### src/dcd_pkg.sv
// package for the dma command decoder: command codes, status layout, read targets
// assumes the host writes control bytes one at a time on mclk with a one-cycle strobe
// Functional notes
// every command except bus enable disables controller
// bits 7,1,0 set marks command byte
// reset clears interrupts, ready force, repeat, wait, timing
// reset keeps read sequence position
// host sends one reset, six on abort
// C7 and CB restore port timing
// load copies addresses, clears count, unforces ready
// destination counter loads on first destination count
// host precedes load or continue when inactive
// continue clears byte count, keeps addresses
// interrupt disable blocks, keeps pending latches
// interrupts start disabled; AB enables them
// return opcode re-enables interrupts automatically
// conditions latch while interrupts disabled
// A3 clears latches, unforces ready, disables
// ready interrupt latch blocks bus until B7; code lets it block requests only while ready is active
// host orders enable-after-return, enable, return
// BF points next read at status byte
// 8B sets status bits 4 and 5
// status bits: transfer, ready, not pending
// host disables before re-arming status flags
// transfer flag cleared only by load
// host issues load before force ready
// 87 enables bus requests, touches nothing else
// 83 blocks bus requests until enable
// B3 forces ready in burst or continuous; code forces it only when burst_mode is set
// BB loads read mask; A7 starts sequence
// undefined codes only disable controller
package dcd_pkg;
    localparam logic [7:0] DCD_GROUP_MASK   = 8'h83;
    localparam logic [7:0] DCD_GROUP_MATCH  = 8'h83;
    localparam logic [7:0] DCD_CMD_RESET    = 8'hc3;
    localparam logic [7:0] DCD_CMD_RST_A    = 8'hc7;
    localparam logic [7:0] DCD_CMD_RST_B    = 8'hcb;
    localparam logic [7:0] DCD_CMD_LOAD     = 8'hcf;
    localparam logic [7:0] DCD_CMD_CONT     = 8'hd3;
    localparam logic [7:0] DCD_CMD_INT_DIS  = 8'haf;
    localparam logic [7:0] DCD_CMD_INT_EN   = 8'hab;
    localparam logic [7:0] DCD_CMD_RST_DIS  = 8'ha3;
    localparam logic [7:0] DCD_CMD_EN_RET   = 8'hb7;
    localparam logic [7:0] DCD_CMD_RD_STAT  = 8'hbf;
    localparam logic [7:0] DCD_CMD_REINIT   = 8'h8b;
    localparam logic [7:0] DCD_CMD_BUS_EN   = 8'h87;
    localparam logic [7:0] DCD_CMD_BUS_DIS  = 8'h83;
    localparam logic [7:0] DCD_CMD_FORCE    = 8'hb3;
    localparam logic [7:0] DCD_CMD_MASK_NX  = 8'hbb;
    localparam logic [7:0] DCD_CMD_RD_SEQ   = 8'ha7;
    // status bit positions
    localparam int DCD_ST_XFER  = 0;
    localparam int DCD_ST_RDY   = 1;
    localparam int DCD_ST_NOPND = 3;
    localparam int DCD_ST_NOMAT = 4;
    localparam int DCD_ST_NOEOB = 5;
    localparam int DCD_RD_REGS  = 7;
    localparam logic [6:0] DCD_MASK_RST = 7'h7f;
    localparam logic [2:0] DCD_PTR_ZERO = 3'h0;
    localparam logic [2:0] DCD_PTR_ONE  = 3'h1;
    // one-hot command decode result
    typedef struct packed {
        logic reset, rst_a, rst_b, load, cont, int_dis, int_en, rst_dis;
        logic en_ret, rd_stat, reinit, bus_en, bus_dis, force_rdy, mask_nx, rd_seq;
    } dcd_cmd_type;
endpackage : dcd_pkg

### src/dcd_cmd_if.sv
// interface carrying one decoded command strobe set from decoder to core
// assumes both ends sit on mclk
`timescale 1ns/1ps
interface dcd_cmd_if;
    import dcd_pkg::*;
    logic        valid;
    dcd_cmd_type cmd;
    modport src (output valid, output cmd);
    modport dst (input valid, input cmd);
endinterface : dcd_cmd_if

### src/dcd_decode.sv
// combinational decode of a written control byte into command strobes
// assumes wr_stb is a one-cycle pulse on mclk; mask_next steers the byte to the read mask
`timescale 1ns/1ps
module dcd_decode
    import dcd_pkg::*;
(
    input  wire logic       wr_stb,
    input  wire logic [7:0] wr_data,
    input  wire logic       mask_next,
    output logic            is_group,
    dcd_cmd_if.src          cmd_o
);
    // group recognised on bits 7,1,0; a pending mask byte is never a command
    always_comb begin
        is_group = wr_stb && !mask_next && ((wr_data & DCD_GROUP_MASK) == DCD_GROUP_MATCH);
        cmd_o.valid = is_group;
        cmd_o.cmd = '0; // unknown codes set nothing
        if (is_group) begin
            case (wr_data)
                DCD_CMD_RESET:   cmd_o.cmd.reset     = 1'b1;
                DCD_CMD_RST_A:   cmd_o.cmd.rst_a     = 1'b1;
                DCD_CMD_RST_B:   cmd_o.cmd.rst_b     = 1'b1;
                DCD_CMD_LOAD:    cmd_o.cmd.load      = 1'b1;
                DCD_CMD_CONT:    cmd_o.cmd.cont      = 1'b1;
                DCD_CMD_INT_DIS: cmd_o.cmd.int_dis   = 1'b1;
                DCD_CMD_INT_EN:  cmd_o.cmd.int_en    = 1'b1;
                DCD_CMD_RST_DIS: cmd_o.cmd.rst_dis   = 1'b1;
                DCD_CMD_EN_RET:  cmd_o.cmd.en_ret    = 1'b1;
                DCD_CMD_RD_STAT: cmd_o.cmd.rd_stat   = 1'b1;
                DCD_CMD_REINIT:  cmd_o.cmd.reinit    = 1'b1;
                DCD_CMD_BUS_EN:  cmd_o.cmd.bus_en    = 1'b1;
                DCD_CMD_BUS_DIS: cmd_o.cmd.bus_dis   = 1'b1;
                DCD_CMD_FORCE:   cmd_o.cmd.force_rdy = 1'b1;
                DCD_CMD_MASK_NX: cmd_o.cmd.mask_nx   = 1'b1;
                DCD_CMD_RD_SEQ:  cmd_o.cmd.rd_seq    = 1'b1;
                default:         cmd_o.cmd           = '0;
            endcase
        end
    end
endmodule : dcd_decode

### src/dcd_read_ptr.sv
// read register pointer: status select, masked sequence start and advance
// assumes rd_stb is a one-cycle host read pulse on mclk
`timescale 1ns/1ps
module dcd_read_ptr
    import dcd_pkg::*;
(
    input  wire logic       mclk,
    input  wire logic       sys_rst,
    input  wire logic       ce,
    input  wire logic       rd_stb,
    input  wire logic       mask_wr,
    input  wire logic [6:0] mask_data,
    dcd_cmd_if.dst          cmd_i,
    output logic [2:0]      ptr,
    output logic [6:0]      mask
);
    typedef struct packed {
        logic [2:0] ptr;
        logic [6:0] mask;
    } dcd_ptr_type;
    dcd_ptr_type st_r, st_nxt;

    // lowest selected register at or above a start index, zero if none
    function automatic logic [2:0] dcd_first(input logic [6:0] m, input logic [2:0] from);
        logic [2:0] r;
        r = DCD_PTR_ZERO;
        for (int i = DCD_RD_REGS - 1; i >= 0; i--) begin
            if (m[i] && (i >= int'(from))) r = i[2:0];
        end
        return r;
    endfunction : dcd_first

    // reset command leaves this pointer alone on purpose
    always_comb begin
        st_nxt = st_r;
        if (mask_wr) st_nxt.mask = mask_data;
        if (cmd_i.valid && cmd_i.cmd.rd_stat) st_nxt.ptr = DCD_PTR_ZERO;
        else if (cmd_i.valid && cmd_i.cmd.rd_seq) st_nxt.ptr = dcd_first(st_r.mask, DCD_PTR_ZERO);
        else if (rd_stb) begin
            // advance wraps to the first selected register so the sequence repeats
            if (st_r.ptr == 3'(DCD_RD_REGS - 1) || (st_r.mask >> (st_r.ptr + DCD_PTR_ONE)) == '0)
                st_nxt.ptr = dcd_first(st_r.mask, DCD_PTR_ZERO);
            else
                st_nxt.ptr = dcd_first(st_r.mask, st_r.ptr + DCD_PTR_ONE);
        end
    end

    always_ff @(posedge mclk) begin
        if (sys_rst) st_r <= '{ptr: DCD_PTR_ZERO, mask: DCD_MASK_RST};
        else if (ce) st_r <= st_nxt;
    end
    assign ptr  = st_nxt.ptr; // registered by the top
    assign mask = st_r.mask;
endmodule : dcd_read_ptr

### src/dcd_top.sv
// top of the dma command decoder: control latches, status byte, read data
// assumes all inputs are from logic on mclk except rdy_pin, which is synchronised here
`timescale 1ns/1ps
module dcd_top
    import dcd_pkg::*;
(
    input  wire logic       mclk,
    input  wire logic       sys_rst,
    input  wire logic       ce,
    input  wire logic       wr_stb,
    input  wire logic [7:0] wr_data,
    input  wire logic       rd_stb,
    input  wire logic       rdy_pin,
    input  wire logic       burst_mode,
    input  wire logic       search_int_en,
    input  wire logic       ior_mode,
    input  wire logic       match_evt,
    input  wire logic       eob_evt,
    input  wire logic       xfer_evt,
    input  wire logic       dest_first_cnt,
    input  wire logic       dest_fixed,
    input  wire logic       bus_release,
    input  wire logic       int_ack,
    input  wire logic       ret_opcode,
    input  wire logic       int_cond,
    output logic [7:0]      rd_data,
    output logic [2:0]      rd_sel,
    output logic            bus_req_en,
    output logic            bus_req_ok,
    output logic            int_en,
    output logic            int_out,
    output logic            int_pending,
    output logic            int_in_service,
    output logic            ready_int_latch,
    output logic            force_ready,
    output logic            auto_repeat_clr,
    output logic            wait_clr,
    output logic            port_a_std_timing,
    output logic            port_b_std_timing,
    output logic            src_load,
    output logic            dst_load,
    output logic            byte_cnt_clr
);
    typedef struct packed {
        logic       rdy_s1, rdy_s2;
        logic       mask_next;
        logic       bus_en, int_en, ip, interrupt_in_service_latch, ready_interrupt_latch, force_rdy;
        logic       dst_pend;
        logic       xfer, nomatch, noeob;
        logic       rep_clr, wait_clr, a_std, b_std, src_ld, dst_ld, cnt_clr;
        logic [7:0] rd_data;
        logic [2:0] rd_sel;
        logic       req_ok, int_out;
    } dcd_state_type;
    dcd_state_type s_r, s_nxt;

    dcd_cmd_if cmd_bus ();
    logic       is_group;
    logic [2:0] ptr;
    logic       mask_wr;
    logic       rdy;

    assign mask_wr = wr_stb && s_r.mask_next;
    assign rdy     = s_r.rdy_s2;

    dcd_decode u_decode (
        .wr_stb    (wr_stb),
        .wr_data   (wr_data),
        .mask_next (s_r.mask_next),
        .is_group  (is_group),
        .cmd_o     (cmd_bus.src)
    );

    dcd_read_ptr u_ptr (
        .mclk      (mclk),
        .sys_rst   (sys_rst),
        .ce        (ce),
        .rd_stb    (rd_stb),
        .mask_wr   (mask_wr),
        .mask_data (wr_data[6:0]),
        .cmd_i     (cmd_bus.dst),
        .ptr       (ptr),
        .mask      ()
    );

    // all latch updates; events except search enable are applied after command clears so a same-cycle set wins
    always_comb begin
        dcd_cmd_type c;
        c = cmd_bus.cmd;
        s_nxt = s_r;
        s_nxt.rdy_s1 = rdy_pin;
        s_nxt.rdy_s2 = s_r.rdy_s1;
        // one-cycle strobes default low
        s_nxt.rep_clr = 1'b0;
        s_nxt.wait_clr = 1'b0;
        s_nxt.a_std = 1'b0;
        s_nxt.b_std = 1'b0;
        s_nxt.src_ld = 1'b0;
        s_nxt.dst_ld = 1'b0;
        s_nxt.cnt_clr = 1'b0;
        if (mask_wr) s_nxt.mask_next = 1'b0; // mask byte consumed
        if (search_int_en) s_nxt.int_en = 1'b1; // search-control base bit 5
        if (is_group) begin
            // any byte of the group except enable disables first
            if (!c.bus_en) s_nxt.bus_en = 1'b0;
            if (c.reset) begin
                s_nxt.int_en = 1'b0;
                s_nxt.ip = 1'b0;
                s_nxt.interrupt_in_service_latch = 1'b0;
                s_nxt.ready_interrupt_latch = 1'b0;
                s_nxt.force_rdy = 1'b0;
                s_nxt.rep_clr = 1'b1;
                s_nxt.wait_clr = 1'b1;
                s_nxt.a_std = 1'b1;
                s_nxt.b_std = 1'b1;
                s_nxt.cnt_clr = 1'b1;
                s_nxt.nomatch = 1'b1;
                s_nxt.noeob = 1'b1;
            end
            if (c.rst_a) s_nxt.a_std = 1'b1;
            if (c.rst_b) s_nxt.b_std = 1'b1;
            if (c.load) begin
                s_nxt.src_ld = 1'b1;
                s_nxt.dst_pend = !dest_fixed;
                s_nxt.cnt_clr = 1'b1;
                s_nxt.force_rdy = 1'b0;
                s_nxt.xfer = 1'b0;
                s_nxt.noeob = 1'b1;
            end
            if (c.cont) begin
                s_nxt.cnt_clr = 1'b1; // addresses untouched
                s_nxt.noeob = 1'b1;
            end
            if (c.int_dis) s_nxt.int_en = 1'b0; // ip and ius kept
            if (c.int_en) s_nxt.int_en = 1'b1;
            if (c.rst_dis) begin
                s_nxt.interrupt_in_service_latch = 1'b0;
                s_nxt.ip = 1'b0;
                s_nxt.force_rdy = 1'b0;
                s_nxt.int_en = 1'b0;
            end
            if (c.en_ret) s_nxt.ready_interrupt_latch = 1'b0;
            if (c.reinit) begin
                s_nxt.nomatch = 1'b1;
                s_nxt.noeob = 1'b1;
            end
            if (c.bus_en) s_nxt.bus_en = 1'b1;
            if (c.bus_dis) s_nxt.bus_en = 1'b0;
            if (c.force_rdy && burst_mode) s_nxt.force_rdy = 1'b1;
            if (c.mask_nx) s_nxt.mask_next = 1'b1;
        end
        // forced ready also ends on termination or bus release
        if (eob_evt || match_evt || bus_release) s_nxt.force_rdy = 1'b0;
        // destination counter waits for its first count
        if (s_r.dst_pend && dest_first_cnt) begin
            s_nxt.dst_ld = 1'b1;
            s_nxt.dst_pend = 1'b0;
        end
        if (xfer_evt) s_nxt.xfer = 1'b1;
        if (match_evt) s_nxt.nomatch = 1'b0;
        if (eob_evt) s_nxt.noeob = 1'b0;
        // condition latches regardless of enable
        if (int_cond) s_nxt.ip = 1'b1;
        if (int_cond && ior_mode) s_nxt.ready_interrupt_latch = 1'b1;
        if (int_ack && s_r.ip && s_r.int_en) begin
            s_nxt.interrupt_in_service_latch = 1'b1;
            s_nxt.ip = int_cond;
        end
        // return opcode ends service and re-enables
        if (ret_opcode && s_r.interrupt_in_service_latch) begin
            s_nxt.interrupt_in_service_latch = 1'b0;
            s_nxt.int_en = 1'b1;
        end
        // ready interrupt latch blocks requests while ready is active
        s_nxt.req_ok = s_nxt.bus_en && !s_nxt.interrupt_in_service_latch && !(s_nxt.ready_interrupt_latch && rdy) && (rdy || s_nxt.force_rdy);
        s_nxt.int_out = s_nxt.ip && s_nxt.int_en && !s_nxt.interrupt_in_service_latch;
        s_nxt.rd_sel = ptr;
        // status from next state so a write shows at once
        s_nxt.rd_data = '0;
        if (ptr == DCD_PTR_ZERO) begin
            s_nxt.rd_data[DCD_ST_XFER] = s_nxt.xfer;
            s_nxt.rd_data[DCD_ST_RDY] = s_nxt.rdy_s2;
            s_nxt.rd_data[DCD_ST_NOPND] = !s_nxt.ip;
            s_nxt.rd_data[DCD_ST_NOMAT] = s_nxt.nomatch;
            s_nxt.rd_data[DCD_ST_NOEOB] = s_nxt.noeob;
        end
    end

    // interrupts and bus requests come up disabled
    always_ff @(posedge mclk) begin
        if (sys_rst) begin
            s_r <= '0;
            s_r.nomatch <= 1'b1;
            s_r.noeob <= 1'b1;
        end else if (ce) begin
            s_r <= s_nxt;
        end
    end

    assign rd_data           = s_r.rd_data;
    assign rd_sel            = s_r.rd_sel;
    assign bus_req_en        = s_r.bus_en;
    assign bus_req_ok        = s_r.req_ok;
    assign int_en            = s_r.int_en;
    assign int_out           = s_r.int_out;
    assign int_pending       = s_r.ip;
    assign int_in_service    = s_r.interrupt_in_service_latch;
    assign ready_int_latch   = s_r.ready_interrupt_latch;
    assign force_ready       = s_r.force_rdy;
    assign auto_repeat_clr   = s_r.rep_clr;
    assign wait_clr          = s_r.wait_clr;
    assign port_a_std_timing = s_r.a_std;
    assign port_b_std_timing = s_r.b_std;
    assign src_load          = s_r.src_ld;
    assign dst_load          = s_r.dst_ld;
    assign byte_cnt_clr      = s_r.cnt_clr;
endmodule : dcd_top

### config.mk
export PLATFORM = sky130hd
export DESIGN_NAME = dcd_top
export DESIGN_NICKNAME = d
export VERILOG_FILES = /design/src/dcd_pkg.sv /design/src/dcd_cmd_if.sv /design/src/dcd_decode.sv /design/src/dcd_read_ptr.sv /design/src/dcd_top.sv
export SDC_FILE = /design/constraint.sdc
export NUM_CORES = 1
export LEC_CHECK = 0
export ABC_AREA = 0
export BUFFER_PORTS_ARGS = -buffer_cell sky130_fd_sc_hd__buf_2
export CORE_MARGIN = 10
export CORE_UTILIZATION = 30
export CTS_CLUSTER_DIAMETER = 120
export DETAILED_ROUTE_END_ITERATION = 6
export SYNTH_ARGS = -nofsm -noshare
export SYNTH_HDL_FRONTEND = slang
export SYNTH_SLANG_ARGS = --single-unit
export TNS_END_PERCENT = 1
### constraint.sdc
create_clock -name mclk -period 4.1 [get_ports mclk]
set_input_delay 0.41 -clock mclk [delete_from_list [all_inputs] [get_ports mclk]]
set_output_delay 0.41 -clock mclk [all_outputs]
set_load 0.02 [all_outputs]
==> summary.md, run 1 <==
| Metric | Value |
|---|---|
| Status | finished, final reports clean |
| Initial antenna violation count | 0 |
| Clock sinks | 36 |
| Min-Delay Path Class | input pin to register |
| Critical path launch point type | register |
| Via/cell ratio | around 5.3 |
| Min Tclk post-route | 2.83 ns |
| Worst reg-to-reg setup slack | 1.27 ns |
| Port-buffer cells | 48 |
| Netlist cell types | 68 |
| Top cell family by delay on the critical path | compound AO/OA/AOI/OAI gates |
| Setup TNS | 0 ns |
| Slew headroom | 50.8% |
| GRT Residual Overflow | 0 |
| Crit-path max cell delay | 0.59 ns |
| Clock-pin transition on the worst setup and hold timing paths | 0.07 ns |
| DP Wirelength | roughly 5300 um |
| Final period util | 69.1% |
| WP buf/inv | 2 |
| Slowest CP cell | dfxtp_1 |
| Max_cap viols | 0 |
| Area of the mapped netlist | 2400 um^2 |
| Final hold violations | 0 |
| Post-CTS Repair Setup Buffers | 0 |
| DRC | 0 |
| Slew of the pin with the lowest slew margin | 0.719 ns |
| Top post-synthesis cells by area | dfxtp_1 (30%), nand2_1 (7.0%), a21oi_1 (4.2%) |
| Syn Inst Count | 304 |
| Achievable Freq | 353 MHz |
| CP max FO | 13 |
| Leading area contributor after synthesis | dfxtp_1 |
| Setup-failing EPs final | 0 |
| Overall power | 0.829 mW |
| Post-route ant nets | 0 |
| Clk Latency, worst-skew pair | between 0.2 and 0.3 ns |
| Die area | 12000 um^2 |
| Synthesis-stage register bit count | 36 |
| # diodes | 0 |
| CP dominant cell by count | inv_1 |
| Total Wirelength | 6950 um |
| Initial core utilization | 30.9% |
| Top cell type's share of synthesized area | 30.1% |
| Synthesis-to-layout area growth | 14.3% |
| Vias in the first global route | 2406 |
| Core area | 7770 um^2 |
| Reg2Reg Depth | 9 |
| Crit path kind | register to register |
| Main synth FF type | dfxtp_1 |
| Chip width | 109 um |
| Wire length per cell | approximately 16 um |
| First-pass GRT wire length | 11800 um |
| Worst hold slack | 0.308 ns |
| Top-Level Pins | 52 |
| Clock buffer depth | 2 |
| Hold path depth | 2 |
| Largest net degree at the start of global routing | 28 |
| Commonest cells post-synth | nand2_1 (45), dfxtp_1 (36), nor2_1 (24) |
| DRT iter0 DRCs | 148 |
| Root Buffer | clkbuf_8 |
| GRT Resource Usage Total | a little under an eighth |
| H-Tree Depth | 2 |
| Most frequent cell after synthesis | nand2_1 |
| Post-synthesis sequential area ratio | 30.1% |
| Fin Clk Skew | 0.00361 ns |
| Crit-path cells | inv_1, ha_1, inv_1, o21a_1, o311ai_0, a21oi_1, nor4_4, nor3_2, o41ai_1 |
| TritonCTS Buffers | 5 |
| Hold path start | dest_fixed |
| Cts repair resizes | 0 |
| Crit path DAT | approximately 3.0 ns |
| Hold Path End | s_r[23] |
| RSZ-0062 raised after global routing | false |
| Ys Warns | 0 |
| # hold bufs at CTS | 0 |
| Die Ht | 109 um |
| Worst reg2reg path startpoint | u_ptr.st_r[7] |
| Max VDD drop | 0.000127 V |
| Fin. max-slew vios | 0 |
| Required @ worst endpoint | 4.29 ns |
| # fillers | 853 |
| Share of flip-flops with an asynchronous set or reset | 0% |
| Crit path capture type | register |
| Share of post-route cells with drive strength above 1 | 21.6% |
| Post-synth EDFFs | 0 |
| GPL Wtd Cong | 0.880 |
| Pre-antenna DRT Iters | 4 |
| Avg Inst Size Synth | 7.89 um^2 |
| CTS tree | yes |
| Reg-to-reg endpoint | rd_data[1] |
| Cell Pwr Density | 302 nW/um^2 |
| Vias | about 2.4k |
| Layout Nets | approximately 370 |
| Num rows | 32 |
| Leak pwr | ~1.1 nW |
-- report_power, final --
group | total (mW) | internal [mW] | switching, mW
Sequential | 0.374 | 0.361 | 0.0126
Combinational | 0.144 | 0.0535 | 0.0907
Clock | 0.311 | 0.180 | 0.130
Total | 0.829 | 0.595 | 0.233
-- logic make-up (layout without fill, tap and decap cells) --
family / Yosys count / in the layout / share of synthesized area [%]
simple gates: 135 / 135 / 29.0
flops: 36 / 36 / 30.1
buf+inv: 34 / 66 / 7.57
compound gates: 88 / 88 / 28.3
other cells: 1 / 3 / 0.156
fa+ha+maj: 5 / 5 / 2.61
mux: 3 / 3 / 1.25
xor+xnor: 2 / 2 / 1.04
-- layout by cell type, fill, tap and decap left out, types with 7 or more instances in the layout --
cell type,count
nand2_1,45
inv_1,9
and2_1,8
a21oi_1,20
dfxtp_1,36
o21ai_0,12
nor2b_1,7
nand3_1,16
buf_2,48
nor2_1,24
nor3_1,7
-- flip-flops by register name (all words and copies together), names as in the netlist, 3 cells and up --
register / cells
u_ptr.mask: 7
rd_data: 5
s_r: 5
u_ptr.st_r: 3
-- layer usage --
layer	vias up	global-route usage, %	wire [um]
met2	77	19.1	3240
li1	1166	-	-
met5	-	0	0
met1	1096	15.3	3190
met3	12	3.63	425
met4	0	3.25	93
-- stage by stage --
step | instance area [um^2] | util, % | std cells | setup WS (ns)
detailed placement | 2630 | 33.9 | 432 | 1.26
finish | 2740 | 35.3 | 440 | 1.27
global route | 2740 | 35.3 | 440 | 0.940
CTS | 2740 | 35.3 | 440 | 1.24
global placement | 2630 | 33.9 | 432 | 1.37
floorplan | 2400 | - | 306 | 1.60
-- final cells by class --
type                       instances  area (um^2)  share of cell area (%)
tap                              102          128                    4.66
sequential                        36          721                    26.3
inverter                           9         33.8                    1.23
timing repair buffer              49          248                    9.04
clock buffer                       6         72.6                    2.65
clock inverter                     2         35.0                    1.28
multi-input combinational        236         1500                    54.8
-- how the worst max path moves through the flow --
stage	end	cells after the start	start
after floorplan	rd_data[1]	10	u_ptr.st_r[7]
after CTS	rd_data[1]	9	u_ptr.st_r[7]
after global routing	rd_data[4]	9	u_ptr.st_r[7]
after detailed placement	rd_data[1]	9	u_ptr.st_r[7]
final	rd_data[1]	9	u_ptr.st_r[7]
after global placement	rd_data[1]	9	u_ptr.st_r[7]
Power figures use the tool's default switching activity.
==> inputs of run 2 (changes only) <==
Clock period 4.1 ns to 2.7 ns, I/O delays scaled along.
==> summary.md, run 2 (synthesis results as in run 1) <==
| Metric | Value |
|---|---|
| Share of post-route cells with drive strength above 1 | 23.0% (+1.4 points) |
| Port-buffer cells | 48 (unchanged) |
| GRT Resource Usage Total | 11.6% (-0.33 points) |
| Wire length per cell | 15.6 um (-1.3%) |
| Max reg flops | 7 (unchanged) |
| GPL Wtd Cong | 0.893 (+1.5%) |
| Core area | 7770 um^2 (unchanged) |
| Chip width | 109 um (unchanged) |
| GRT Residual Overflow | 0 (unchanged) |
| Required @ worst endpoint | 2.89 ns (-1.40 ns) |
| Crit path DAT | 2.68 ns (-0.34 ns) |
| Slew of the pin with the lowest slew margin | 0.728 ns (+0.00870 ns) |
| CP Launch Point | u_ptr.st_r[7] |
| Cell Pwr Density | 455 nW/um^2 (+50%) |
| Min-Delay Path Class | input pin to register |
| Clock buffer depth | 2 (unchanged) |
| Worst hold slack | 0.154 ns (-0.154 ns) |
| # diodes | 0 (unchanged) |
| Placed cell count | 437 (+1.2%) |
| Leak pwr | 1.13 nW (+2.2%) |
| Reg2Reg Depth | 9 (unchanged) |
| Via/cell ratio | 5.22 (-2.4%) |
| Crit-path max cell delay | 0.41 ns (-0.18 ns) |
| Setup-failing EPs final | 0 (unchanged) |
| Vias | 2321 (-1.3%) |
| Initial antenna violation count | 0 (unchanged) |
| Critical path endpoint | rd_data[1] |
| Pre-antenna DRT Iters | 5 (+1) |
| Crit path kind | register to register |
| DRT iter0 DRCs | 140 (-5.4%) |
| Worst reg-to-reg setup slack | 0.20 ns (-1.06 ns) |
| DP Wirelength | 5360 um (+1.5%) |
| Dpl ws | 0.186 ns (-1.07 ns) |
| CTS tree | yes |
| H-Tree Depth | 2 (unchanged) |
| Synthesis-to-layout area growth | 16.0% |
| Max_cap viols | 0 (unchanged) |
| Post-route ant nets | 0 (unchanged) |
| Layout Nets | 373 (+1.4%) |
| Hold path start | dest_fixed |
| Total Wirelength | 6940 um (-0.20%) |
| Clock-pin transition on the worst setup and hold timing paths | 0.07 ns (about the same) |
| Achievable Freq | 401 MHz (+14%) |
| Routing usage on met2 | 18.7% (-0.43 points) |
| Die area | 12000 um^2 (unchanged) |
| Die Ht | 109 um (unchanged) |
| RSZ-0062 raised after global routing | false |
| Post-CTS Repair Setup Buffers | 0 (unchanged) |
| CP max FO | 8 (-5) |
| Max VDD drop | 0.000296 V (+130%) |
| Met3 Usage GRT | 3.86% (+0.23 points) |
| First-pass GRT wire length | 11400 um (-2.7%) |
| Most frequent cells in the layout | buf_2 (48), nand2_1 (45), dfxtp_1 (36) |
| Slew headroom | 50.2% (-0.60 points) |
| Root Buffer | clkbuf_8 |
| Vias in the first global route | 2329 (-3.2%) |
| Final period util | 92.4% (+23 points) |
| Commonest non-fill, non-tap cell in the layout | buf_2 |
| Clock sinks | 36 (unchanged) |
| Min Tclk post-route | 2.50 ns (-0.339 ns) |
| Fin. max-slew vios | 0 (unchanged) |
| Critical path launch point type | register |
| Initial core utilization | 30.9% (unchanged) |
| Worst reg2reg path startpoint | u_ptr.st_r[7] |
| Cts repair resizes | 0 (unchanged) |
| Final hold violations | 0 (unchanged) |
| Num rows | 32 (unchanged) |
| # hold bufs at CTS | 0 (unchanged) |
| Slowest CP cell | nor4_4 |
| GRT Max-Usage Layer | met2 |
| Crit path capture type | register |
| TritonCTS Buffers | 5 (unchanged) |
| Post-route setup slack | 0.205 ns (-1.06 ns) |
| Top-Level Pins | 52 (unchanged) |
| DRC | 0 (unchanged) |
| Crit-path cells | inv_1, ha_1, o21bai_1, a22o_1, a22oi_2, a211oi_2, nor4_4, nor3_2, o41ai_1 |
| Reg-to-reg endpoint | rd_data[1] |
| Setup TNS | 0 ns (unchanged) |
| Met1 usage | 14.6% (-0.72 points) |
| Status | finished, final reports clean |
| Clk Latency, worst-skew pair | 0.29 ns (about the same) |
| Post-Route Utilization | 35.8% (+0.53 points) |
| Final cell count without fillers | 445 (+1.1%) |
| Fin Clk Skew | 0.00539 ns (+0.00178 ns) |
| Largest net degree at the start of global routing | 28 (unchanged) |
## run 2: changes by cell type in the layout (fill, tap and decap cells not counted), sizes merged
cell | before | now
buf | 49 | 54
clkbuf | 6 | 5
clkinvlp | 0 | 1
## run 2: worst min-delay path by stage
| stage | slack [ns] | cells after the start | end |
|---|---|---|---|
| 4_1_cts | 0.14 | 2 | s_r[23] |
| 2_1_floorplan | 0.36 | 1 | s_r[23] |
| 3_3_place_gp | 0.45 | 1 | s_r[21] |
| 3_5_place_dp | 0.45 | 2 | s_r[23] |
| 5_1_grt | 0.14 | 2 | s_r[23] |
| 6_report | 0.15 | 2 | s_r[23] |
## run 2: per-stage QoR
| stage | area (um^2) | power, mW |
|---|---|---|
| 5_1_grt | 2780 | 1.33 |
| 3_3_place_gp | 2670 | 0.801 |
| 4_1_cts | 2780 | 1.28 |
| 2_1_floorplan | 2400 | 0.740 |
| 3_5_place_dp | 2670 | 0.803 |
| 6_report | 2780 | 1.27 |
## run 2: layout make-up
| type | count | area (um^2) |
|---|---|---|
| clock buffers | 5 | 68.8 |
| flip-flops and latches | 36 | 721 |
| inverters | 9 | 33.8 |
| well taps | 102 | 128 |
| clock inverters | 3 | 42.5 |
| repair buffers | 54 | 285 |
| fillers | 843 | 4990 |
| multi-input cells | 236 | 1500 |
## run 2: worst max-delay path, delay by kind of cell, from the launching register on
| kind | cells | cell delay, ns |
|---|---|---|
| AOI/OAI and AO/OA | 5 | 1.04 |
| DFF | 1 | 0.36 |
| adders and majority gates | 1 | 0.39 |
| buffers and inverters | 1 | 0.09 |
| and+or+nand+nor | 2 | 0.50 |
## run 2: routing by layer
layer  vias up  routed length, um
met2        65               3220
met4         0                 75
met1      1062               3190
met5         -                  0
met3         8                459
li1       1186                  -
## run 2: power breakdown
part	switching [mW]	internal, mW	leakage, nW
combinational	0.146	0.0845	0.787
sequential	0.0128	0.548	0.294
clock	0.201	0.273	0.0541
